--- config.mk ---
export PLATFORM = sky130hd
export DESIGN_NAME = wdt_top
export DESIGN_NICKNAME = d
export VERILOG_FILES = /design/src/wdt_counter.v /design/src/wdt_top.v
export VERILOG_INCLUDE_DIRS = /design/src
export SDC_FILE = /design/constraint.sdc
export NUM_CORES = 1
export LEC_CHECK = 0
export BUFFER_PORTS_ARGS = -buffer_cell sky130_fd_sc_hd__buf_2
export CAP_MARGIN = 20
export CORE_MARGIN = 8
export CORE_UTILIZATION = 40
export DETAILED_ROUTE_END_ITERATION = 10
export SLEW_MARGIN = 15
export SYNTH_ARGS = -nofsm -noshare
export SYNTH_HDL_FRONTEND = slang
export SYNTH_HIERARCHICAL = 1
export SYNTH_SLANG_ARGS = --single-unit
--- constraint.sdc ---
create_clock -name mclk_i -period 4.41 [get_ports mclk_i]
set_input_delay 0.6615 -clock mclk_i [delete_from_list [all_inputs] [get_ports mclk_i]]
set_output_delay 0.6615 -clock mclk_i [all_outputs]
set_load 0.1 [all_outputs]
--- src/wdt_map.vh ---
// Register map, field positions, reset values and timing counts of the watchdog
`ifndef WDT_MAP_VH
`define WDT_MAP_VH

// I/O port addresses
`define WDT_ADDR_W 16
`define WDT_BES_ADDR 16'h8154
`define TIMEOUT_IRQ_UNMASK_ADDR 16'h8155
`define WDT_MSC_ADDR 16'h815D

// Module status/control fields
`define WDT_MSC_SEL_LO 1
`define WDT_MSC_SEL_HI 2
`define WDT_MSC_TRE 3
`define WDT_MSC_BUS_TIMEOUT_ENABLE 4
// Bits that survive a warm reset (4 and 6)
`define WDT_MSC_WARM_KEEP 8'h50

// Bus event state fields
`define WDT_BES_FLAG 3
// Flag is active low: 1 means no timeout seen
`define WDT_BES_RESET 8'h08
`define WDT_BES_WRITE_MASK 8'hF7

// Event mask fields
`define TIMEOUT_IRQ_UNMASK_UNMASK 3

// Reset values
`define WDT_MSC_RESET 8'h00
`define TIMEOUT_IRQ_UNMASK_RESET 8'h00

// Period select encodings
`define WDT_SEL_OFF 2'h0
`define WDT_SEL_SHORT 2'h1
`define WDT_SEL_MEDIUM 2'h2
`define WDT_SEL_LONG 2'h3

// Timing: clock rate, prescaler tick and periods in ticks
`define WDT_CLK_MHZ 100
`define WDT_TICK_US 1000
`define WDT_TICK_CYCLES (`WDT_TICK_US * `WDT_CLK_MHZ)
`define WDT_SHORT_MS 125
`define WDT_MEDIUM_MS 1000
`define WDT_LONG_MS 8000
`define WDT_TICK_MS (`WDT_TICK_US / 1000)
`define WDT_SHORT_TICKS (`WDT_SHORT_MS / `WDT_TICK_MS)
`define WDT_MEDIUM_TICKS (`WDT_MEDIUM_MS / `WDT_TICK_MS)
`define WDT_LONG_TICKS (`WDT_LONG_MS / `WDT_TICK_MS)
`define WDT_CNT_W 13
`define WDT_PRE_W 24

`endif

--- src/wdt_counter.v ---
// Prescaler and period counter of the watchdog
`timescale 1ns/1ps
`include "wdt_map.vh"

module wdt_counter #(
  parameter [`WDT_PRE_W-1:0] TICK_CYCLES = `WDT_TICK_CYCLES
) (
  input wire mclk_i,
  input wire reset_n_i,
  input wire clear_i,
  input wire run_i,
  input wire [1:0] select_i,
  output reg timeout_o
);

  reg [`WDT_PRE_W-1:0] pre;
  reg [`WDT_CNT_W-1:0] count;
  reg [`WDT_CNT_W-1:0] limit;
  wire tick;

  // Period lengths in prescaler ticks, cut to the counter width
  localparam integer SHORT_N = `WDT_SHORT_TICKS;
  localparam integer MEDIUM_N = `WDT_MEDIUM_TICKS;
  localparam integer LONG_N = `WDT_LONG_TICKS;

  // Terminal count for the selected period
  always @* begin
    case (select_i)
      `WDT_SEL_SHORT: limit = SHORT_N[`WDT_CNT_W-1:0]; // RULE2
      `WDT_SEL_MEDIUM: limit = MEDIUM_N[`WDT_CNT_W-1:0]; // RULE2
      `WDT_SEL_LONG: limit = LONG_N[`WDT_CNT_W-1:0]; // RULE2
      default: limit = {`WDT_CNT_W{1'b1}};
    endcase
  end

  assign tick = run_i && (pre == TICK_CYCLES - 1'b1);

  // Prescaler and binary counter; clear restarts from zero
  always @(posedge mclk_i or negedge reset_n_i) begin
    if (!reset_n_i) begin
      pre <= {`WDT_PRE_W{1'b0}};
      count <= {`WDT_CNT_W{1'b0}};
      timeout_o <= 1'b0;
    end else begin
      timeout_o <= 1'b0;
      if (clear_i) begin
        pre <= {`WDT_PRE_W{1'b0}}; // RULE4
        count <= {`WDT_CNT_W{1'b0}};
      end else if (run_i) begin
        if (tick) begin
          pre <= {`WDT_PRE_W{1'b0}};
          if (count == limit - 1'b1) begin
            count <= {`WDT_CNT_W{1'b0}}; // RULE1
            timeout_o <= 1'b1;
          end else begin
            count <= count + 1'b1;
          end
        end else begin
          pre <= pre + 1'b1;
        end
      end
    end
  end

endmodule

--- src/wdt_top.v ---
// Watchdog timer with reset and interrupt modes behind I/O registers
//
// Functional notes
// RULE1 - Binary counter overflow signals a timeout
// RULE2 - Periods 125 ms, 1 s or 8 s
// RULE3 - Period chosen by control bits 2 and 1
// RULE4 - Reading status/control restarts the counter
// RULE5 - Reset-enable bit makes timeout force warm reset
// RULE6 - Reset-mode timeout sets the timeout flag
// RULE7 - Watchdog reset clears control bits 1-3
// RULE8 - Reset-mode timeout asserts backplane fail line
// RULE9 - Warm reset keeps control bits 4, 6
// RULE10 - Warm reset clears the reset-enable bit
// RULE11 - Fail line held until flag cleared
// RULE12 - Flag survives warm reset, zero means timeout
// RULE13 - Interrupt mode: masked interrupt, no fail line
// RULE14 - Pending interrupt freezes the counter
// RULE15 - Status/control read services the interrupt
// RULE16 - Interrupt delivered on request line ten
// RULE17 - Interrupt-mode timeout also sets flag low
// RULE18 - Software restarts counter before unmasking
// RULE19 - Soft-reset state suppresses watchdog actions
// RULE20 - Leaving soft reset resumes from cleared count
// RULE21 - Select 00 off, 01/10/11 short/medium/long
// RULE22 - Power-on clears all watchdog state
`timescale 1ns/1ps
`include "wdt_map.vh"

module wdt_top #(
  parameter [`WDT_PRE_W-1:0] TICK_CYCLES = `WDT_TICK_CYCLES
) (
  input wire mclk_i,
  input wire reset_n_i,
  input wire [`WDT_ADDR_W-1:0] io_addr_i,
  input wire io_rd_i,
  input wire io_wr_i,
  input wire [7:0] io_wdata_i,
  output reg [7:0] io_rdata_o,
  input wire warm_reset_i,
  input wire soft_reset_i,
  output reg warm_reset_o,
  output reg sysfail_drive_o,
  output reg irq10_o,
  output wire [1:0] period_select_o,
  output wire bus_timeout_enable_o
);

  // Address decode shared by reads and writes
  function hit;
    input [`WDT_ADDR_W-1:0] addr;
    input [`WDT_ADDR_W-1:0] target;
    begin
      hit = (addr == target);
    end
  endfunction

  reg [7:0] module_status_control;
  reg [7:0] bus_event_state;
  reg [7:0] event_mask;
  reg irq_pending;

  wire rd_msc;
  wire rd_bes;
  wire rd_mask;
  wire wr_msc;
  wire wr_bes;
  wire wr_mask;
  wire [1:0] period_select;
  wire timeout_reset_enable;
  wire timeout_irq_unmask;
  wire raw_timeout;
  wire timeout;
  wire fire_reset;
  wire fire_irq;
  wire warm_now;
  wire counter_clear;
  wire counter_run;
  reg [7:0] next_rdata;

  // Strobes for the three ports
  assign rd_msc = io_rd_i && hit(io_addr_i, `WDT_MSC_ADDR);
  assign rd_bes = io_rd_i && hit(io_addr_i, `WDT_BES_ADDR);
  assign rd_mask = io_rd_i && hit(io_addr_i, `TIMEOUT_IRQ_UNMASK_ADDR);
  assign wr_msc = io_wr_i && hit(io_addr_i, `WDT_MSC_ADDR);
  assign wr_bes = io_wr_i && hit(io_addr_i, `WDT_BES_ADDR);
  assign wr_mask = io_wr_i && hit(io_addr_i, `TIMEOUT_IRQ_UNMASK_ADDR);

  // Control fields
  assign period_select = {module_status_control[`WDT_MSC_SEL_HI],
                          module_status_control[`WDT_MSC_SEL_LO]}; // RULE3
  assign timeout_reset_enable = module_status_control[`WDT_MSC_TRE];
  assign timeout_irq_unmask = event_mask[`TIMEOUT_IRQ_UNMASK_UNMASK];
  assign period_select_o = period_select;
  assign bus_timeout_enable_o = module_status_control[`WDT_MSC_BUS_TIMEOUT_ENABLE];

  // A warm reset comes from the board or from our own expiry
  assign warm_now = warm_reset_i || warm_reset_o;

  // Counter held cleared on restart, warm reset, soft reset or disable
  assign counter_clear = rd_msc || warm_now || soft_reset_i || // RULE4 RULE20
                         (period_select == `WDT_SEL_OFF); // RULE21
  // Counting clock gated while an interrupt waits for service
  assign counter_run = !irq_pending && !soft_reset_i; // RULE14 RULE19

  wdt_counter #(
    .TICK_CYCLES(TICK_CYCLES)
  ) u_counter (
    .mclk_i(mclk_i),
    .reset_n_i(reset_n_i),
    .clear_i(counter_clear),
    .run_i(counter_run),
    .select_i(period_select),
    .timeout_o(raw_timeout)
  );

  // Timeout events split by mode, none during soft reset
  assign timeout = raw_timeout && !soft_reset_i && !warm_now; // RULE19
  assign fire_reset = timeout && timeout_reset_enable; // RULE5
  assign fire_irq = timeout && !timeout_reset_enable; // RULE13

  // Read data mux, unmapped ports read as zero
  always @* begin
    next_rdata = 8'h00;
    if (rd_msc) begin
      next_rdata = module_status_control;
    end else if (rd_bes) begin
      next_rdata = bus_event_state;
    end else if (rd_mask) begin
      next_rdata = event_mask;
    end
  end

  // Read data register
  always @(posedge mclk_i or negedge reset_n_i) begin
    if (!reset_n_i) begin
      io_rdata_o <= 8'h00;
    end else begin
      io_rdata_o <= next_rdata;
    end
  end

  // Warm reset request, one cycle per expiry
  always @(posedge mclk_i or negedge reset_n_i) begin
    if (!reset_n_i) begin
      warm_reset_o <= 1'b0;
    end else begin
      warm_reset_o <= fire_reset; // RULE5
    end
  end

  // Status/control register
  always @(posedge mclk_i or negedge reset_n_i) begin
    if (!reset_n_i) begin
      module_status_control <= `WDT_MSC_RESET; // RULE22
    end else if (warm_now) begin
      // Only bits 4 and 6 survive; reset-enable dropped
      module_status_control <= module_status_control &
                               `WDT_MSC_WARM_KEEP; // RULE9 RULE10
    end else if (fire_reset) begin
      // Disarm at once so the warm reset cannot expire again
      module_status_control[`WDT_MSC_SEL_LO] <= 1'b0; // RULE7
      module_status_control[`WDT_MSC_SEL_HI] <= 1'b0;
      module_status_control[`WDT_MSC_TRE] <= 1'b0;
    end else if (wr_msc) begin
      module_status_control <= io_wdata_i;
    end
  end

  // Event mask register
  always @(posedge mclk_i or negedge reset_n_i) begin
    if (!reset_n_i) begin
      event_mask <= `TIMEOUT_IRQ_UNMASK_RESET; // RULE22
    end else if (warm_now) begin
      event_mask <= `TIMEOUT_IRQ_UNMASK_RESET; // RULE9
    end else if (wr_mask) begin
      event_mask <= io_wdata_i;
    end
  end

  // Bus event state; timeout flag is active low and sticky
  always @(posedge mclk_i or negedge reset_n_i) begin
    if (!reset_n_i) begin
      bus_event_state <= `WDT_BES_RESET; // RULE22
    end else begin
      if (warm_now) begin
        // Flag alone survives a warm reset
        bus_event_state <= bus_event_state & ~`WDT_BES_WRITE_MASK; // RULE12
      end else if (wr_bes) begin
        bus_event_state <= (io_wdata_i & `WDT_BES_WRITE_MASK) |
                           (bus_event_state & ~`WDT_BES_WRITE_MASK);
      end
      // Timeout drives flag to 0 and wins over a same-cycle read
      if (timeout) begin
        bus_event_state[`WDT_BES_FLAG] <= 1'b0; // RULE6 RULE17
      end else if (rd_msc) begin
        bus_event_state[`WDT_BES_FLAG] <= 1'b1; // RULE11
      end
    end
  end

  // Backplane fail line, held through warm reset until flag clears
  always @(posedge mclk_i or negedge reset_n_i) begin
    if (!reset_n_i) begin
      sysfail_drive_o <= 1'b0; // RULE22
    end else if (fire_reset) begin
      sysfail_drive_o <= 1'b1; // RULE8
    end else if (rd_msc) begin
      sysfail_drive_o <= 1'b0; // RULE11
    end
  end

  // Interrupt pending; set wins over a same-cycle service read
  always @(posedge mclk_i or negedge reset_n_i) begin
    if (!reset_n_i) begin
      irq_pending <= 1'b0;
    end else if (fire_irq && timeout_irq_unmask) begin
      irq_pending <= 1'b1; // RULE13
    end else if (rd_msc || warm_now || soft_reset_i) begin
      irq_pending <= 1'b0; // RULE15 RULE19
    end
  end

  // Interrupt request line ten, only while unmasked
  always @(posedge mclk_i or negedge reset_n_i) begin
    if (!reset_n_i) begin
      irq10_o <= 1'b0;
    end else begin
      irq10_o <= (fire_irq && timeout_irq_unmask) ||
                 (irq_pending && timeout_irq_unmask &&
                  !rd_msc && !warm_now && !soft_reset_i); // RULE16
    end
  end

endmodule

======== Word level (Yosys, flattened, before mapping) ========
Index checks and enable logic that the tools add are counted.
storage, ports and cells
  bits in registers ....................... 74
  latch bits .............................. 0
  RAM bits ................................ 0
  memory bits (read-only) ................. 0
  input port bits ......................... 30
  output and inout bits ................... 14
  logic and storage cells ................. 101
  memories kept ........................... 0
operators by class
  add/sub/neg operators ................... 3
  multipliers ............................. 0
  div/mod/pow operators ................... 0
  $lt $le $gt $ge ......................... 0
  equal/unequal tests ..................... 10
  shifts and indexed selects .............. 0
  multiplexer cells ....................... 30
  bitwise logic cells ..................... 3
  reduce and logical (&&, ||, !) cells .... 41
operator list
  cell                                                    number
  two-way mux 24 bit                                      3
  two-way mux 8 bit                                       9
  two-way mux 13 bit                                      4
  equality test 16 bit (second input constant)            3
  case mux 13 bit (3 select lines)                        1
  adder 24 x 1 -> 24 bit (second input constant)          1
  equality test 24 x 17 -> 1 bit (second input constant)  1
  logical AND 1 bit                                       17
  nonzero test 2 bit                                      7
  adder 13 x 1 -> 13 bit (second input constant)          1
  equality test 13 bit                                    1
  subtractor 13 x 1 -> 13 bit (second input constant)     1
  two-way mux 1 bit                                       11
  bitwise OR 8 x 4 -> 8 bit                               1
  AND reduction 2 bit                                     3
  nonzero test 3 bit                                      2
  zero test 1 bit                                         5
  logical OR 1 bit                                        5
  equality test 2 bit (second input constant)             2
  two-way mux 4 bit                                       1
  two-way mux 3 bit                                       1
  inequality test 3 bit (second input constant)           1
  AND reduction 3 bit                                     1
  equality test 2 x 1 -> 1 bit (second input constant)    1
  3 further kinds                                         4

======== Logic depth before layout (Yosys ltp) ========
Gate-level depths: netlist of the first run.
  depth after elaboration ................. 8
  mapped depth ............................ 10
  gate-level depth less buffers ........... 9

======== Cells and area by module ========
The synthesis of the first run kept the hierarchy.
modules (own cells, without submodules)
  module       instances  cells each  area each (um^2)  seq. area each (um^2)
  wdt_counter  1          249         2219.6            950.9
  wdt_top      1          165         1755.4            902.1

======== Least setup slack after synthesis of the first run ========
No wires, ideal clock.
  path kind ............................... in2reg
  start point ............................. input io_addr_i[11]
  end point ............................... register u_counter.pre[19]
  library setup time ...................... 0.121 ns
  arrival time ............................ 2.925 ns
  data required time ...................... 4.289 ns
  path slack .............................. 1.364 ns
  cell stages on the path ................. 10
  buffers on the path ..................... 1
  cells stage by stage .................... nor4_4 -> nand4_2 -> nand2b_4 -> o211ai_1 -> clkbuf_1 -> o21ai_0 -> nor3_1 -> nand4_1 -> xor2_1 -> nor2_1
between the ends
  cells in the longest elaborated chain, start to end .. 6
  elaborated cells between the ends (all ways) .. 7
  those cells by class .................... 1 x eq/ne; 1 x mux; 5 x reduce/logical
ends and longest elaborated chain
  element                                                   RTL line          text
  start: declaration                                        wdt_top.v:34      input wire [`WDT_ADDR_W-1:0] io_addr_i,
  equality test 16 bit (*)                                  wdt_top.v:53      hit = (addr == target);
  logical AND 1 bit (*)                                     wdt_top.v:81      assign rd_msc = io_rd_i && hit(io_addr_i, `WDT_MSC_ADDR);
  logical OR 1 bit (*) (3 in series)                        wdt_top.v:100     assign counter_clear = rd_msc || warm_now || soft_reset_i ||
  named net counter_clear                                   wdt_top.v:76      wire counter_clear;
  two-way mux 24 bit or nonzero test 2 bit (tied branches)  -
  end signal: assignment                                    wdt_counter.v:47  pre <= {`WDT_PRE_W{1'b0}};
  end signal: assignment                                    wdt_counter.v:51  pre <= {`WDT_PRE_W{1'b0}};
  end signal: assignment                                    wdt_counter.v:59  pre <= pre + 1'b1;
  end: declaration                                          wdt_counter.v:16  reg [`WDT_PRE_W-1:0] pre;
The timed path passes the listed nets; every way through them passes the cells marked *.
A chain may end at the register's enable or synchronous reset.

======== Worst setup path in the final report of the first run ========
  start point ............................. register module_status_control[1]
  end point ............................... register u_counter.count[10]
between the ends
  cells in the longest elaborated chain, start to end .. 8
  elaborated cells between the ends (all ways) .. 15
  those cells by class .................... 1 x add/sub; 4 x eq/ne; 5 x mux; 5 x reduce/logical
ends and longest elaborated chain
  element                                                              RTL line          text
  start: declaration                                                   wdt_top.v:57      reg [7:0] module_status_control;
  start signal: assignment                                             wdt_top.v:154     module_status_control <= `WDT_MSC_RESET;
  start signal: assignment                                             wdt_top.v:157     module_status_control <= module_status_control &
  start signal: assignment                                             wdt_top.v:165     module_status_control <= io_wdata_i;
  equality test 2 bit or equality test 2 x 1 -> 1 bit (tied branches)  wdt_counter.v:28  case (select_i)
  case mux 13 bit (3 select lines)                                     wdt_counter.v:28
  subtractor 13 x 1 -> 13 bit                                          wdt_counter.v:52  if (count == limit - 1'b1) begin
  equality test 13 bit                                                 wdt_counter.v:52
  two-way mux 13 bit                                                   wdt_counter.v:52
  two-way mux 13 bit                                                   wdt_counter.v:50  if (tick) begin
  two-way mux 13 bit                                                   wdt_counter.v:49  end else if (run_i) begin
  two-way mux 13 bit                                                   wdt_counter.v:46  if (clear_i) begin
  end signal: assignment                                               wdt_counter.v:48  count <= {`WDT_CNT_W{1'b0}};
  end signal: assignment                                               wdt_counter.v:53  count <= {`WDT_CNT_W{1'b0}};
  end signal: assignment                                               wdt_counter.v:56  count <= count + 1'b1;
  end: declaration                                                     wdt_counter.v:17  reg [`WDT_CNT_W-1:0] count;
Several ways; a longest one is shown, not always the timed one. The select of a mux whose other input is x is not followed.

==> results of run 1 <==
## power groups by stage
stage / Sequential [W] / Combinational [W] / Clock (W)
floorplan: 0.000692 / 0.0000197 / 0
global placement: 0.000691 / 0.0000539 / 0
detailed placement: 0.000691 / 0.0000550 / 0
CTS: 0.000678 / 0.0000550 / 0.000571
global route: 0.000678 / 0.0000606 / 0.000598
finish: 0.000678 / 0.0000539 / 0.000561
## stage by stage
step / utilization (%) / total power, W / hold WS, ns / instances
global route: 46.2 / 0.00134 / 0.502 / 591
finish: 46.2 / 0.00129 / 0.437 / 591
detailed placement: 44.1 / 0.000746 / 0.467 / 575
floorplan: - / 0.000711 / 0.366 / 414
CTS: 46.2 / 0.00130 / 0.478 / 591
global placement: 44.1 / 0.000745 / 0.465 / 575
## cell families (layout without fill, tap and decap cells)
| family | count (synthesis) | in the layout |
|---|---|---|
| compound gates | 50 | 50 |
| xor+xnor | 25 | 25 |
| fa+ha+maj | 7 | 7 |
| buf+inv | 25 | 69 |
| flops | 74 | 74 |
| mux | 28 | 28 |
| simple gates | 205 | 205 |
## cells in the final DEF (no fill, tap or decap), types with 3 or more instances in the layout
| cell | Yosys | layout |
|---|---|---|
| a22oi_1 | 9 | 9 |
| nand3_1 | 26 | 26 |
| nor3_1 | 7 | 7 |
| buf_2 | 5 | 42 |
| nor2_1 | 50 | 49 |
| nand2b_1 | 4 | 4 |
| buf_4 | 2 | 5 |
| nand3b_1 | 5 | 5 |
| ha_1 | 7 | 7 |
| nand4b_1 | 3 | 3 |
| inv_6 | 0 | 3 |
| o21ai_0 | 4 | 4 |
| nand2_1 | 49 | 49 |
| xnor2_1 | 4 | 4 |
| nand4_1 | 16 | 16 |
| and2_1 | 3 | 3 |
| clkbuf_8 | 0 | 9 |
| inv_1 | 5 | 5 |
| a21oi_1 | 22 | 22 |
| nor4_1 | 4 | 4 |
| and3_1 | 11 | 11 |
| dfrtp_1 | 73 | 73 |
| mux2i_1 | 26 | 26 |
| xor2_1 | 21 | 21 |
| a31oi_1 | 6 | 6 |
| nor2b_1 | 4 | 4 |
## worst max-delay path by stage
| stage | slack (ns) | cells after the start | start | to |
|---|---|---|---|---|
| floorplan | 1.36 | 10 | io_addr_i[11] | u_counter/pre[19] |
| global placement | 1.02 | 10 | io_addr_i[11] | u_counter/pre[16] |
| detailed placement | 0.95 | 10 | io_addr_i[11] | u_counter/pre[16] |
| CTS | 1.19 | 7 | module_status_control[1] | u_counter/count[10] |
| global route | 0.90 | 7 | module_status_control[1] | u_counter/count[10] |
| finish | 1.15 | 7 | module_status_control[1] | u_counter/count[10] |
## final cells by class
cell class,instances,area (sq um),area share [%]
tap,133,166,3.70
clock buffer,9,124,2.75
inverter,6,22.5,0.501
clock inverter,7,82.6,1.84
timing repair buffer,47,248,5.51
multi-input combinational,315,2000,44.5
sequential,74,1850,41.2
## registers in the layout, summed over array words and instances (netlist names)
| name | count |
|---|---|
| u_counter/count | 13 |
| irq10_o | 1 |
| u_counter/timeout_o | 1 |
| sysfail_drive_o | 1 |
| module_status_control | 8 |
| bus_event_state | 8 |
| io_rdata_o | 8 |
| event_mask | 8 |
| warm_reset_o | 1 |
| u_counter/pre | 24 |
| irq_pending | 1 |
## layer usage
layer / track usage, % / routed length, um
met1: 19.0 / 4450
met4: 4.67 / 91
met2: 22.4 / 4090
met3: 3.39 / 376
met5: 0 / 0
## worst max-delay path, stage by stage, from the launching register on
cell	delay [ns]
dfrtp_1	0.62
inv_1	0.14
ha_1	0.31
or4b_2	0.57
a22oi_1	0.19
nand4_1	0.73
a22oi_1	0.47
a21oi_1	0.11
==> metrics, run 1 <==
worst slew pin tran 0.974 ns; largest net degree at the start of global routing 75; Synth Area in Compound Gates 7.71%; slew margin rel. 34.6%; clock root buffer clkbuf_8; Rows 36; NetSw 0.000327 W; Final Critical Period 3.26 ns; Synth Warn # 6; Max Root-Sink Buffers 2; Initial Util 40.9%; post-synthesis xor/xnor area fraction 5.51%; Peak supply drop 221 uV; placed instance area 4290 sq um; RSZ-0062 raised after global routing no; most common cell in the netlist dfrtp_1; WP data arrival 3.49 ns; via count 3155; H-tree depth 3; Initial DRC Count 130; clock skew 0.0178 ns; post-route cell area 4500 sq um; DRT Wirelength 9.01 mm; adder-cell share of the synthesized area 2.20%; Routed Antenna Nets 0; synthesized instance count 414; CTS resizes 0; Critical R2R Capture u_counter/count[10]; R2R setup slack 1.15 ns; top_reg_cell synth dfrtp_1; Final period util 73.9%; largest family of logic cells by synthesized area simple AND/OR/NAND/NOR gates; final worst slack 1.15 ns; R2R Path Start module_status_control[1]; vias per cell 5.34; # DRC 0; Setup TNS 0 ns; initial antenna violation count 0; Clock transition at path regs 0.09 ns; fillers 966; CP Capture Type flop; Wirelength per Cell 15.2 um; number of flops mapped to enable cells by yosys 0; Pwr Density 287 nW/um^2; Crit Path Category reg2reg; layout cell share with drive strength beyond 1 17.7%; worst slack, placed 0.947 ns; Synth top area share 46.0%; Leak 1.99 nW; Die H 116 um; clk_lat worst skew 0.35 ns; core area 9730 sq um; mux contribution to synthesized area 7.11%; CTS tree built; Ports 44; sequential share of power 52.4%; grt total ovfl 0; die area 13400 sq um; clock network fraction of total power 43.4%; Pint 0.000966 W; routability cong. 0.780; Synth top cells by count dfrtp_1, nor2_1, nand2_1; sequential share of the synthesized area 46.6%; Sw Share 25.3%; vias in the first global route 3202; Worst Hold Class in2async; simple-gate share of the synthesized area 27.8%; fmax 0.307 GHz; Critical Path RT 4.64 ns; Worst Path Max Fanout 22; reg2reg path depth 7; NumNets Final 490; status complete, no violations; post-synth cell types 54; overall routing resource usage 14.3%; First-pass DRT Iterations 4; Ant. Diodes 0; Max-Cap Viols 0; Area Growth Syn to Fin 13.2%; FF+latch count, synth 74; area leader, netlist dfrtp_1; asr flop ratio synth 100%; PortBufs 43; syn_area_per_cell 9.60 sq um; main area contributors after synthesis dfrtp_1, mux2i_1, nor2_1; max-slew violations 0; Comb power frac 4.2%; Die X 116 um; clock sink count 74; mapped cell area 3980 sq um; final setup vio count 0; Mapped Nets 451; CTS Hold Bufs 0; Num CTS Buffers 9; kind of start point of the critical path flop; Final Hold Violating Endpoints 0; post-CTS setup buffer count 0; first-pass GRT wire length 15.3 mm; HPWL after DPL 5.97 mm
Note: power is estimated with default switching activity, not from simulation.
==> inputs of run 2 (changes only) <==
Clock period 4.41 ns to 3 ns, I/O delays scaled along.
==> metrics, run 2 (synthesis gave the netlist of run 1 again) <==
H-tree depth 3; clock sink count 74; Die X 116 um; Most Frequent Cell on Critical Path or4_4; CP cell instances or4_4 > or4_4 > or3_1 > a31oi_1; first-pass GRT wire length 15.5 mm; PortBufs 43; met1 Use GR 17.9%; clock skew 0.00830 ns; CP Capture Type flop; Routed Antenna Nets 0; status complete, no violations; Initial DRC Count 103; Worst Hold Class in2async; Critical R2R Capture u_counter/count[5]; clk_lat worst skew 0.35 ns; Max-Cap Viols 0; die area 13400 sq um; Largest Register u_counter/pre; DRT Wirelength 9.11 mm; Critical Path Max Stage Delay 0.63 ns; Final period util 75.1%; Top Usage Layer GRT met2; leading cell type in the layout, fill and taps excluded dfrtp_1; RSZ-0062 raised after global routing no; Wirelength per Cell 15.2 um; Max Root-Sink Buffers 2; worst hold margin 0.208 ns; Initial Util 40.9%; Setup TNS 0 ns; Crit Path Category reg2reg; initial antenna violation count 0; Pwr Density 415 nW/um^2; Final Critical Period 2.25 ns; # DRC 0; HPWL after DPL 6.20 mm; routability cong. 0.768; GRT met2 Usage 23.4%; grt total ovfl 0; post-CTS setup buffer count 0; Ports 44; Peak supply drop 300 uV; via count 3174; vias in the first global route 3253; Leak 2.03 nW; final setup vio count 0; max-slew violations 0; Die H 116 um; worst slew pin tran 0.956 ns; Largest regs u_counter/pre: 24 flops, u_counter/count: 13 flops; First-pass DRT Iterations 4; Rows 36; fmax 0.444 GHz; CTS tree built; CTS Hold Bufs 0; slew margin rel. 36.3%; Final Hold Violating Endpoints 0; Num CTS Buffers 9; WP data arrival 2.52 ns; vias per cell 5.30; R2R Path Start u_counter/pre[12]; largest net degree at the start of global routing 75; Worst Path Max Fanout 19; most frequent cells in the layout dfrtp_1, nor2_1, nand2_1, buf_2; Critical Path RT 3.27 ns; Area Growth Syn to Fin 14.7%; CTS resizes 0; Ant. Diodes 0; Clock transition at path regs 0.08 ns; M3 GR Usage 4.64%; reg2reg path depth 4; R2R setup slack 0.75 ns; core area 9730 sq um; layout cell share with drive strength beyond 1 19.1%; kind of start point of the critical path flop; Critical-path top delay cell or4_4; overall routing resource usage 14.4%; NumNets Final 498; clock root buffer clkbuf_8; Largest register FFs 24
[run 2: metrics by stage]
step | instance area (sq um) | worst slack (ns) | util, % | power [W] | instances
floorplan | 3980 | 0.165 | - | 0.00105 | 414
global placement | 4350 | 0.621 | 44.7 | 0.00110 | 583
detailed placement | 4350 | 0.561 | 44.7 | 0.00110 | 583
CTS | 4560 | 0.738 | 46.8 | 0.00192 | 599
global route | 4560 | 0.590 | 46.8 | 0.00195 | 599
finish | 4560 | 0.747 | 46.8 | 0.00189 | 599
[run 2: metal layers]
metal  part of all wire (%)  wire (um)
met5                      0          0
met4                   0.48         44
met3                    4.7        424
met2                     47       4270
met1                     48       4380
[run 2: how the worst max path moves through the flow]
stage / from / end / slack [ns]
global route: u_counter/pre[0] / u_counter/count[4] / 0.59
detailed placement: io_addr_i[11] / u_counter/pre[21] / 0.56
global placement: io_addr_i[11] / u_counter/pre[23] / 0.62
CTS: u_counter/pre[12] / u_counter/count[4] / 0.74
finish: u_counter/pre[12] / u_counter/count[5] / 0.75
floorplan: io_addr_i[11] / u_counter/pre[19] / 0.17
[run 2: power by group]
part           leakage, nW  switching (W)  internal, W   total, W
registers             1.03  0.00000000447     0.000996   0.000996
clock network       0.0988       0.000417     0.000399   0.000816
logic                0.898      0.0000545    0.0000253  0.0000798
[run 2: critical path, delay by kind of cell (launching register included)]
family | cells | cell delay [ns]
simple gates | 3 | 1.55
flops | 1 | 0.45
compound gates | 1 | 0.16
[run 2: final cells by class]
class                      instances  area [sq um]
sequential                        74          1850
fill                             977          5170
clock buffer                       9           124
multi-input combinational        315          2000
clock inverter                     7          82.6
timing repair buffer              55           308
tap                              133           166
inverter                           6          22.5
